## config.mk

```make
export PLATFORM = sky130hd
export DESIGN_NAME = ucip_top
export DESIGN_NICKNAME = d
export VERILOG_FILES = /design/src/core/ucip_pkg.sv /design/src/core/ucip_timeout.sv /design/src/core/ucip_top.sv
export SDC_FILE = /design/constraint.sdc
export NUM_CORES = 1
export LEC_CHECK = 0
export ABC_CLOCK_PERIOD_IN_PS = 1800
export BUFFER_PORTS_ARGS = -buffer_cell sky130_fd_sc_hd__buf_2
export CORE_MARGIN = 8
export CORE_UTILIZATION = 40
export DETAILED_ROUTE_END_ITERATION = 10
export MAX_ROUTING_LAYER = met4
export PLACE_DENSITY = 0.67
export SYNTH_ARGS = -nofsm -noshare
export SYNTH_HDL_FRONTEND = slang
export SYNTH_SLANG_ARGS = --single-unit
```

## constraint.sdc

```tcl
create_clock -name mclk -period 1.8 [get_ports mclk]
set_input_delay 0.18 -clock mclk [delete_from_list [all_inputs] [get_ports mclk]]
set_output_delay 0.18 -clock mclk [all_outputs]
set_load 0.1 [all_outputs]
```

## src/core/ucip_pkg.sv

```systemverilog
/*
 Shared constants and carrier types for the per-channel interrupt prioritiser.
 Assumes a single 100 MHz channel clock and an active-low asynchronous reset.
*/
package ucip_pkg;
    // ---------------------------------------------------------------
    // register offsets (A3..A0)
    // ---------------------------------------------------------------
    localparam logic [3:0] UCIP_OFS_ENABLE = 4'h1;
    localparam logic [3:0] UCIP_OFS_SOURCE = 4'h2;
    localparam logic [3:0] UCIP_OFS_LINE = 4'h5;
    localparam logic [3:0] UCIP_OFS_MODEM = 4'h6;
    localparam logic [7:0] UCIP_ENABLE_RESET = 8'h00;
    // ---------------------------------------------------------------
    // enable register fields
    // ---------------------------------------------------------------
    localparam int UCIP_EN_RX = 0;
    localparam int UCIP_EN_TX = 1;
    localparam int UCIP_EN_LINE = 2;
    localparam int UCIP_EN_MODEM = 3;
    localparam int UCIP_EN_XCHAR = 5;
    localparam int UCIP_EN_OUTPIN = 6;
    localparam int UCIP_EN_INPIN = 7;
    localparam logic [7:0] UCIP_EN_BASIC_MASK = 8'h0F;
    localparam logic [7:0] UCIP_EN_ENH_MASK = 8'hE0;
    // ---------------------------------------------------------------
    // source codes, bits 5..0
    // ---------------------------------------------------------------
    localparam logic [5:0] UCIP_SRC_LINE = 6'h06;
    localparam logic [5:0] UCIP_SRC_RX_READY_IRQ = 6'h04;
    localparam logic [5:0] UCIP_SRC_TIMEOUT = 6'h0C;
    localparam logic [5:0] UCIP_SRC_TX_READY_IRQ = 6'h02;
    localparam logic [5:0] UCIP_SRC_MODEM = 6'h00;
    localparam logic [5:0] UCIP_SRC_XCHAR = 6'h10;
    localparam logic [5:0] UCIP_SRC_FLOW = 6'h20;
    localparam logic [5:0] UCIP_SRC_NONE = 6'h01;
    // ---------------------------------------------------------------
    // timeout: 4 character times plus 12 bit times
    // ---------------------------------------------------------------
    localparam int UCIP_TMO_CHARS = 4;
    localparam int UCIP_TMO_BITS = 12;
    localparam int UCIP_CHAR_BITS = 10;
    localparam int UCIP_TMO_BIT_TIMES = UCIP_TMO_CHARS * UCIP_CHAR_BITS + UCIP_TMO_BITS;

    typedef enum logic [2:0] {
        UCIP_P_NONE = 3'b000,
        UCIP_P_LINE = 3'b001,
        UCIP_P_RX_READY_IRQ = 3'b010,
        UCIP_P_TIMEOUT = 3'b011,
        UCIP_P_TX_READY_IRQ = 3'b100,
        UCIP_P_MODEM = 3'b101,
        UCIP_P_XCHAR = 3'b110,
        UCIP_P_FLOW = 3'b111
    } ucip_prio_e;

    // register access strobes from the channel bus decoder
    typedef struct packed {
        logic wr;
        logic rd;
        logic [3:0] addr;
        logic [7:0] wdata;
    } ucip_bus_s;

    // receive datapath state
    typedef struct packed {
        logic [6:0] level;
        logic [6:0] trigger;
        logic char_in;
        logic char_err;
        logic rx_idle;
        logic bit_tick;
    } ucip_rx_s;
endpackage

```

## src/core/ucip_timeout.sv

```systemverilog
/*
 Receive idle timer: counts bit times while the receive line idles.
 Assumes bit_tick is a one-cycle pulse per bit time in the mclk domain.
*/
module ucip_timeout
    import ucip_pkg::*;
#(
    parameter int LIMIT = UCIP_TMO_BIT_TIMES
)
(
    input wire logic mclk,
    input wire logic rst_n,
    input wire logic arm,
    input wire logic restart,
    input wire logic bit_tick,
    output logic expired
);
    localparam int CW = $clog2(LIMIT + 1);
    logic [CW-1:0] count;
    logic [CW-1:0] next_count;
    logic next_expired;

    initial
    begin
        if (LIMIT < 1)
        begin
            $error("timeout limit must be positive");
        end
    end

    always_comb
    begin
        next_count = count;
        next_expired = expired;
        if (!arm || restart)
        begin
            next_count = '0;
            next_expired = 1'b0;
        end
        else if (bit_tick && !expired)
        begin
            if (count == CW'(LIMIT - 1))
            begin
                next_expired = 1'b1;
            end
            else
            begin
                next_count = count + CW'(1);
            end
        end
    end

    always_ff @(posedge mclk or negedge rst_n)
    begin
        if (!rst_n)
        begin
            count <= '0;
            expired <= 1'b0;
        end
        else
        begin
            count <= next_count;
            expired <= next_expired;
        end
    end
endmodule

```

## src/core/ucip_top.sv

```systemverilog
/*
 Per-channel interrupt enable and prioritised source register of one UART channel.
 Assumes status inputs come from logic on mclk; flow pins arrive from outside and are synchronised here.
*/
// Functional notes
// (RULE_01) receive ready tracks FIFO level versus trigger
// (RULE_02) data-ready set on char, cleared empty
// (RULE_03) host polls with enable bits 0-3 clear
// (RULE_04) line status bit layout as documented
// (RULE_05) FIFO idle four chars plus twelve bits
// (RULE_06) non-FIFO ready when holding register full
// (RULE_07) direction control off: transmit follows bit 5
// (RULE_08) direction control on: transmit follows bit 6
// (RULE_09) receive error raises line interrupt immediately
// (RULE_10) enable 7:5 need unlock; bit 4 reserved
// (RULE_11) output flow pin rising edge interrupt
// (RULE_12) input flow pin rising edge interrupt
// (RULE_13) source read shows only highest pending
// (RULE_14) codes for priorities one to three
// (RULE_15) codes for priorities four to seven, none
// (RULE_16) modem deltas raise, modem read clears
// (RULE_17) xon/xoff/special raise; clear rules
// (RULE_18) line read and source read clears
// (RULE_19) receive ready and timeout clear by level
// (RULE_20) modem read clears flow-pin interrupts
// (RULE_21) wake flag set on wake, cleared word0
// (RULE_22) enabled pending mirrored to global word
// (RULE_23) bit 0 low while anything pending
// (RULE_24) bits 7:6 show FIFO enable
// (RULE_25) request is OR of enabled sources
module ucip_top
    import ucip_pkg::*;
#(
    parameter int FIFO_DEPTH = 64
)
(
    input wire logic mclk,
    input wire logic rst_n,
    input wire ucip_pkg::ucip_bus_s bus,
    input wire ucip_pkg::ucip_rx_s rx,
    input wire logic fifo_en,
    input wire logic half_duplex_en,
    input wire logic [7:0] line_status,
    input wire logic [3:0] modem_delta,
    input wire logic enh_unlock,
    input wire logic auto_out_flow,
    input wire logic auto_in_flow,
    input wire logic flow_pin_sel,
    input wire logic rts_pin,
    input wire logic dtr_pin,
    input wire logic cts_pin,
    input wire logic dsr_pin,
    input wire logic xonoff_det,
    input wire logic special_det,
    input wire logic wake_event,
    input wire logic global_word0_rd,
    output logic [7:0] channel_irq_enable,
    output logic [7:0] channel_irq_source,
    output logic data_ready,
    output logic irq,
    output logic [6:0] global_pending,
    output logic wake_flag
);
    import ucip_pkg::*;

    initial
    begin
        if (FIFO_DEPTH < 1 || FIFO_DEPTH > 127)
        begin
            $error("fifo depth out of range");
        end
    end

    // ---------------------------------------------------------------
    // access strobes
    // ---------------------------------------------------------------
    logic wr_enable, rd_source, rd_line, rd_modem;
    assign wr_enable = bus.wr && bus.addr == UCIP_OFS_ENABLE;
    assign rd_source = bus.rd && bus.addr == UCIP_OFS_SOURCE;
    assign rd_line = bus.rd && bus.addr == UCIP_OFS_LINE;
    assign rd_modem = bus.rd && bus.addr == UCIP_OFS_MODEM;

    // ---------------------------------------------------------------
    // flow pin synchronisers
    // ---------------------------------------------------------------
    // all four pins synchronised before any select logic touches them
    logic [3:0] pin_s1, pin_s2, pin_s3;
    logic [3:0] pin_raw;
    assign pin_raw = {dsr_pin, cts_pin, dtr_pin, rts_pin};
    always_ff @(posedge mclk or negedge rst_n)
    begin
        if (!rst_n)
        begin
            pin_s1 <= 4'h0;
            pin_s2 <= 4'h0;
            pin_s3 <= 4'h0;
        end
        else
        begin
            pin_s1 <= pin_raw;
            pin_s2 <= pin_s1;
            pin_s3 <= pin_s2;
        end
    end
    logic out_rise, in_rise;
    // select after the synchronisers, so a select change cannot fake an edge
    assign out_rise = (flow_pin_sel ? pin_s2[1] && !pin_s3[1] : pin_s2[0] && !pin_s3[0]) && auto_out_flow; // RULE_11
    assign in_rise = (flow_pin_sel ? pin_s2[3] && !pin_s3[3] : pin_s2[2] && !pin_s3[2]) && auto_in_flow; // RULE_12

    // ---------------------------------------------------------------
    // receive timeout
    // ---------------------------------------------------------------
    logic tmo_expired;
    logic tmo_arm;
    // below trigger with data present, FIFO mode only
    assign tmo_arm = fifo_en && rx.rx_idle && rx.level != 7'h00 && rx.level < rx.trigger; // RULE_05
    ucip_timeout #(.LIMIT(UCIP_TMO_BIT_TIMES)) u_tmo (
        .mclk(mclk),
        .rst_n(rst_n),
        .arm(tmo_arm),
        .restart(rx.char_in),
        .bit_tick(rx.bit_tick),
        .expired(tmo_expired)
    );

    // ---------------------------------------------------------------
    // sticky sources
    // ---------------------------------------------------------------
    logic line_p, modem_p, tx_p, xchar_p, xspec, flow_p, tmo_p;
    logic next_line_p, next_modem_p, next_tx_p, next_xchar_p, next_xspec, next_flow_p, next_tmo_p;
    logic [7:0] next_enable;
    logic next_wake, next_data_ready;
    logic tx_cond, tx_cond_d, next_tx_cond_d;
    logic rx_ready_irq;
    logic [6:0] pend;
    // hold the source sampled at read so the clear hits only what was shown
    ucip_prio_e shown;

    assign tx_cond = half_duplex_en ? line_status[6] : line_status[5]; // RULE_04 RULE_07 RULE_08
    assign rx_ready_irq = fifo_en ? (rx.level >= rx.trigger) : (rx.level != 7'h00); // RULE_01 RULE_06 RULE_19

    always_comb
    begin
        next_enable = channel_irq_enable;
        if (wr_enable)
        begin
            // unlocked bits keep old value when locked; bit 4 stays 0
            next_enable = (bus.wdata & UCIP_EN_BASIC_MASK)
                        | ((enh_unlock ? bus.wdata : channel_irq_enable) & UCIP_EN_ENH_MASK); // RULE_10
        end
        next_tx_cond_d = tx_cond;
        // set wins over clear on every flag
        next_line_p = (line_p && !rd_line) || (rx.char_err && |line_status[4:1]); // RULE_09 RULE_18
        next_modem_p = (modem_p && !rd_modem) || |modem_delta; // RULE_16
        next_tx_p = (tx_p && !(rd_source && shown == UCIP_P_TX_READY_IRQ) && tx_cond)
                  || (tx_cond && !tx_cond_d); // RULE_18
        next_xspec = xspec;
        next_xchar_p = xchar_p;
        if ((rd_source && shown == UCIP_P_XCHAR) || (xspec && rx.char_in))
        begin
            next_xchar_p = 1'b0; // RULE_17
            next_xspec = 1'b0;
        end
        if (xonoff_det || special_det)
        begin
            next_xchar_p = 1'b1; // RULE_17
            next_xspec = special_det && !xonoff_det;
        end
        // each pin raises only under its own enable bit
        next_flow_p = (flow_p && !rd_modem) || (out_rise && channel_irq_enable[UCIP_EN_OUTPIN])
                    || (in_rise && channel_irq_enable[UCIP_EN_INPIN]); // RULE_20
        // timeout holds until the FIFO is empty
        next_tmo_p = (tmo_p && fifo_en && rx.level != 7'h00) || tmo_expired; // RULE_19
        next_wake = (wake_flag && !global_word0_rd) || wake_event; // RULE_21
        next_data_ready = (data_ready && rx.level != 7'h00) || rx.char_in; // RULE_02 RULE_04
    end

    always_ff @(posedge mclk or negedge rst_n)
    begin
        if (!rst_n)
        begin
            channel_irq_enable <= UCIP_ENABLE_RESET;
            line_p <= 1'b0;
            modem_p <= 1'b0;
            tx_p <= 1'b0;
            tx_cond_d <= 1'b0;
            xchar_p <= 1'b0;
            xspec <= 1'b0;
            flow_p <= 1'b0;
            tmo_p <= 1'b0;
            wake_flag <= 1'b0;
            data_ready <= 1'b0;
        end
        else
        begin
            channel_irq_enable <= next_enable;
            line_p <= next_line_p;
            modem_p <= next_modem_p;
            tx_p <= next_tx_p;
            tx_cond_d <= next_tx_cond_d;
            xchar_p <= next_xchar_p;
            xspec <= next_xspec;
            flow_p <= next_flow_p;
            tmo_p <= next_tmo_p;
            wake_flag <= next_wake;
            data_ready <= next_data_ready;
        end
    end

    // ---------------------------------------------------------------
    // masking and priority
    // ---------------------------------------------------------------
    // polled mode simply leaves bits 0-3 clear so line, receive, timeout, transmit and modem never reach pend
    assign pend = {flow_p && (channel_irq_enable[UCIP_EN_OUTPIN] || channel_irq_enable[UCIP_EN_INPIN]),
                   xchar_p && channel_irq_enable[UCIP_EN_XCHAR],
                   modem_p && channel_irq_enable[UCIP_EN_MODEM],
                   tx_p && channel_irq_enable[UCIP_EN_TX],
                   tmo_p && channel_irq_enable[UCIP_EN_RX],
                   rx_ready_irq && channel_irq_enable[UCIP_EN_RX],
                   line_p && channel_irq_enable[UCIP_EN_LINE]}; // RULE_03 RULE_25

    ucip_prio_e top, next_shown;
    logic [5:0] top_code;
    always_comb
    begin
        top = UCIP_P_NONE;
        for (int i = 6; i >= 0; i--)
        begin
            if (pend[i])
            begin
                top = ucip_prio_e'(3'(i + 1)); // RULE_13
            end
        end
        unique case (top)
            UCIP_P_LINE: top_code = UCIP_SRC_LINE; // RULE_14
            UCIP_P_RX_READY_IRQ: top_code = UCIP_SRC_RX_READY_IRQ;
            UCIP_P_TIMEOUT: top_code = UCIP_SRC_TIMEOUT;
            UCIP_P_TX_READY_IRQ: top_code = UCIP_SRC_TX_READY_IRQ; // RULE_15
            UCIP_P_MODEM: top_code = UCIP_SRC_MODEM;
            UCIP_P_XCHAR: top_code = UCIP_SRC_XCHAR;
            UCIP_P_FLOW: top_code = UCIP_SRC_FLOW;
            UCIP_P_NONE: top_code = UCIP_SRC_NONE; // RULE_23
        endcase
        next_shown = top;
    end

    always_ff @(posedge mclk or negedge rst_n)
    begin
        if (!rst_n)
        begin
            channel_irq_source <= {2'b00, UCIP_SRC_NONE};
            shown <= UCIP_P_NONE;
            irq <= 1'b0;
            global_pending <= 7'h00;
        end
        else
        begin
            channel_irq_source <= {{2{fifo_en}}, top_code}; // RULE_24
            shown <= next_shown;
            irq <= |pend; // RULE_25
            global_pending <= pend; // RULE_22
        end
    end

    // ---------------------------------------------------------------
    // checks
    // ---------------------------------------------------------------
    property p_reserved_bit;
        @(posedge mclk) disable iff (!rst_n) channel_irq_enable[4] == 1'b0;
    endproperty
    a_reserved_bit: assert property (p_reserved_bit) else $error("reserved enable bit set"); // RULE_10

    property p_locked_write;
        @(posedge mclk) disable iff (!rst_n) (wr_enable && !enh_unlock)
            |=> channel_irq_enable[7:5] == $past(channel_irq_enable[7:5]);
    endproperty
    a_locked_write: assert property (p_locked_write) else $error("locked enable bits changed"); // RULE_10

    property p_none_code;
        @(posedge mclk) disable iff (!rst_n) (pend == 7'h00) |=> channel_irq_source[5:0] == 6'h01;
    endproperty
    a_none_code: assert property (p_none_code) else $error("idle code wrong"); // RULE_23

    property p_line_top;
        @(posedge mclk) disable iff (!rst_n) pend[0] |=> channel_irq_source[5:0] == 6'h06;
    endproperty
    a_line_top: assert property (p_line_top) else $error("line status not top"); // RULE_14

    property p_fifo_bits;
        @(posedge mclk) disable iff (!rst_n) 1'b1 |=> channel_irq_source[7:6] == {2{$past(fifo_en)}};
    endproperty
    a_fifo_bits: assert property (p_fifo_bits) else $error("fifo bits wrong"); // RULE_24

    property p_modem_clear;
        @(posedge mclk) disable iff (!rst_n) (rd_modem && modem_delta == 4'h0) |=> !modem_p;
    endproperty
    a_modem_clear: assert property (p_modem_clear) else $error("modem not cleared"); // RULE_16

    property p_line_set;
        @(posedge mclk) disable iff (!rst_n) (rx.char_err && line_status[1]) |=> line_p;
    endproperty
    a_line_set: assert property (p_line_set) else $error("line error missed"); // RULE_09

    property p_irq_or;
        @(posedge mclk) disable iff (!rst_n) 1'b1 |=> irq == ($past(pend) != 7'h00);
    endproperty
    a_irq_or: assert property (p_irq_or) else $error("irq not OR"); // RULE_25

    property p_wake;
        @(posedge mclk) disable iff (!rst_n) wake_event |=> wake_flag;
    endproperty
    a_wake: assert property (p_wake) else $error("wake lost"); // RULE_21

    c_line: cover property (@(posedge mclk) disable iff (!rst_n) pend[0] && pend[3]);
    c_tmo: cover property (@(posedge mclk) disable iff (!rst_n) tmo_expired);
    c_flow: cover property (@(posedge mclk) disable iff (!rst_n) pend[6]);
endmodule

```

==> results.yml <==
status:
  outcome: "complete, no violations"
finish:
  layout.cells.most_common_list: "buf_2 (81), dfrtp_1 (50), nand2_1 (21)"
  fraction_of_layout_instances_using_a_drive_strength_above_1: 0.373
  nNetsFinal: 362
  commonest_non_fill_non_tap_cell_in_the_layout: "buf_2"
  synthToLayoutAreaGrowth_pct: 30.2
  layout.core_utilization: 0.543
  antenna_cells_inserted: 0
  n_fill_cell: 518
  final_area_mm2: 0.00301
cts:
  tritoncts.num_buffers: 5
  number_of_setup_buffers_added_after_cts: 0
  cts_root_cell: "clkbuf_8"
  htree_num_levels: 2
  clk-insertion-delay-late_ps: 300
  clkTransAtPathRegs_ps: 100
  tritoncts: "built"
  cts_resized: 0
  clock_sinks: 54
  cts-root-to-sink-buffers: 2
floorplan:
  rows: 27
  die_height_um: 92.0
  initial_cell_density_of_the_core: 0.417
  dieWidth_um: 92.0
  core_region_area_mm2: 0.00554
  dieArea_mm2: 0.00847
  pin_count: 86
routing:
  drt-wirelength-per-cell_um: 14.5
  detailedRoute.firstIterationViolations: 64
  drc: 0
  drt_pass1_iterations: 4
  detail_route.wirelength_um: 5300
  antenna_violating_nets_post_route: 0
  avgViaCountPerCell: 4.92
  via_count: 1805
yosys:
  postSynthAreaPerCell_um2: 11.6
  synth_seq_area_share: 0.585
  synthesis.area_mm2: 0.00231
  synth_top_family_by_area: "simple AND/OR/NAND/NOR gates"
  synth_cell_types: 48
  post_synth_xor_area_fraction: 0.0152
  postSynthCellCount: 199
  synthesis.yosys.warnings: 0
  post_synth_and_or_nand_nor_area_fraction: 0.153
  mappedNetlistNets: 267
  synth_seq_cells: 54
  post_synthesis_adder_cell_area_fraction: 0.0433
  fraction_of_the_mapped_netlist_area_in_compound_gates: 0.125
  synthMuxAreaShare: 0.0433
sta:
  tightest_slew_ps: 868
  max_freq_ghz: 0.606
  timing.final.hold_violations: 0
  setup_violations: 0
  report.final.slew_viol_count: 0
  period_share: 0.917
  clock-skew-final_ps: 13.5
  timing.slew.headroom: 0.417
  grt_setup_unrepaired: "false"
  finalSetupTns_ps: 0
  hold_slack_ps: 34.2
  fin_crit_ps: 1650
critical_path:
  critPathLaunchType: "register"
  timing.critical_path.to_type: "register"
  cp_data_arrival_time_ps: 1870
  critical_path_class: "reg2reg"
  cp_data_required_time_ps: 2020
  maximum_fanout_count_along_the_critical_path: 5
global_route:
  global_route.usage.total: 0.128
  grt_start_max_net_pins: 26
  grt-ovfl-total: 0
  grt_first_pass_wirelength_um: 8640
  initial_antenna_violation_count: 0
  grt_pass1_vias: 1866
placement:
  gpl.final_weighted_congestion: 0.825
  numPortBuffers: 81
  placed_area_mm2: 0.00284
  dp.final_hpwl_um: 4350
power:
  power_density_mw_per_mm2: 1190
  leakage_nw: 1.50
  max-vdd-ir-drop_v: 0.000626
flow_run:
  drv_cap: 0
hold_path:
  worst_hold_path_type: "in2reg"
## worst max-delay path: stages (launching register included)
cell	delay, ps
dfrtp_2	440
o21ai_1	320
o221ai_1	280
nor4_1	290
a21boi_0	230
## routing by layer
| metal | global-route usage | routed length, µm | up-vias |
|---|---|---|---|
| met4 | 0.0403 | 66 | 0 |
| met3 | 0.0277 | 211 | 5 |
| met5 | - | 0 | - |
| met2 | 0.207 | 2620 | 38 |
| li1 | - | - | 896 |
| met1 | 0.155 | 2410 | 866 |
## worst paths after layout
kind / from / to / slack, ps / cells past startpoint
max in group asynchronous: rst_n / channel_irq_source[0] / 840 / 3
min in group asynchronous: rst_n / channel_irq_enable[3] / 340 / 2
max reg2reg: channel_irq_enable[7] / channel_irq_source[0] / 150 / 4
min: xonoff_det / xspec / 30 / 2
max: channel_irq_enable[7] / channel_irq_source[0] / 150 / 4
min reg2reg: pin_s1[3] / pin_s2[3] / 360 / 0
## per-stage QoR
| stage | setup slack (ps) | power [mW] | cells |
|---|---|---|---|
| 3_3_place_gp | -40.5 | 2.76 | 354 |
| 4_1_cts | 145 | 3.62 | 367 |
| 2_1_floorplan | 21.9 | 2.47 | 199 |
| 5_1_grt | 15.9 | 3.74 | 367 |
| 6_report | 149 | 3.58 | 367 |
| 3_5_place_dp | -50.5 | 2.77 | 354 |
## synth_stat cells, drive strengths merged
library cell  number  area (µm²)
o31ai              2        15.0
or3                1        6.26
nor2b              2        12.5
mux2i              1        10.0
a21boi             4        30.0
and2               1        6.26
or4                3        30.0
o21ai              9        45.0
o31a               1        8.76
o221ai             1        8.76
a21oi              6        30.0
o41ai              2        25.0
a21o               2        15.0
a31oi              3        18.8
nand4b             1        8.76
nor4b              1        23.8
a22oi              1        7.51
nor3b              1        7.51
nand2b             3        18.8
a22o               1        8.76
nor4               3        18.8
a32oi              1        8.76
conb               1        3.75
inv               17        63.8
and3               1        6.26
a211oi             2        15.0
xor2               4        35.0
o32ai              1        8.76
a311o              1        10.0
a31o               1        8.76
nor4bb             1        10.0
nand3b             3        22.5
dfrtp             53        1330
mux2               8        90.1
ha                 8         100
dfstp              1        26.3
buf                2        15.0
nand4              5        37.5
o21bai             1        7.51
o21a               1        7.51
nor2              12        45.0
o211a              1        10.0
nand2             21        78.8
nand3              4        20.0
## where the power goes
part | switching, mW | internal (mW) | leakage, nW
Combinational | 1.03 | 0.263 | 0.788
Sequential | 0.0787 | 1.37 | 0.653
Clock | 0.384 | 0.458 | 0.0618
## cells by family after synthesis
family	count (synthesis)
buffers and inverters	19
AO/OA/AOI/OAI	41
multiplexers	9
flip-flops	54
adder cells (fa/ha/maj)	8
other	1
XOR/XNOR	4
AND/OR/NAND/NOR	63
## state kept, by name (all words and copies together) (netlist names), 3 cells and up
name / count
pin_s1: 4
global_pending: 7
channel_irq_source: 7
shown: 3
pin_s2: 4
u_tmo.count: 6
pin_s3: 4
channel_irq_enable: 7
## what timing repair did
| action | 4_1_cts | 5_1_grt |
|---|---|---|
| endpoints found under the setup margin | 0 | 0 |
| endpoints found under the hold margin | 21 | 0 |
| hold buffers | 5 | 0 |
## final cells by class
cell class	count	area (µm²)	share of cell area
repair buffers	90	498	0.165
inverters	17	63.8	0.0212
multi-input cells	126	881	0.293
flip-flops and latches	54	1360	0.451
clock buffers	6	82.6	0.0274
well taps	72	90.1	0.0299
clock inverters	2	38.8	0.0129
Note: power is estimated with default switching activity, not from simulation.
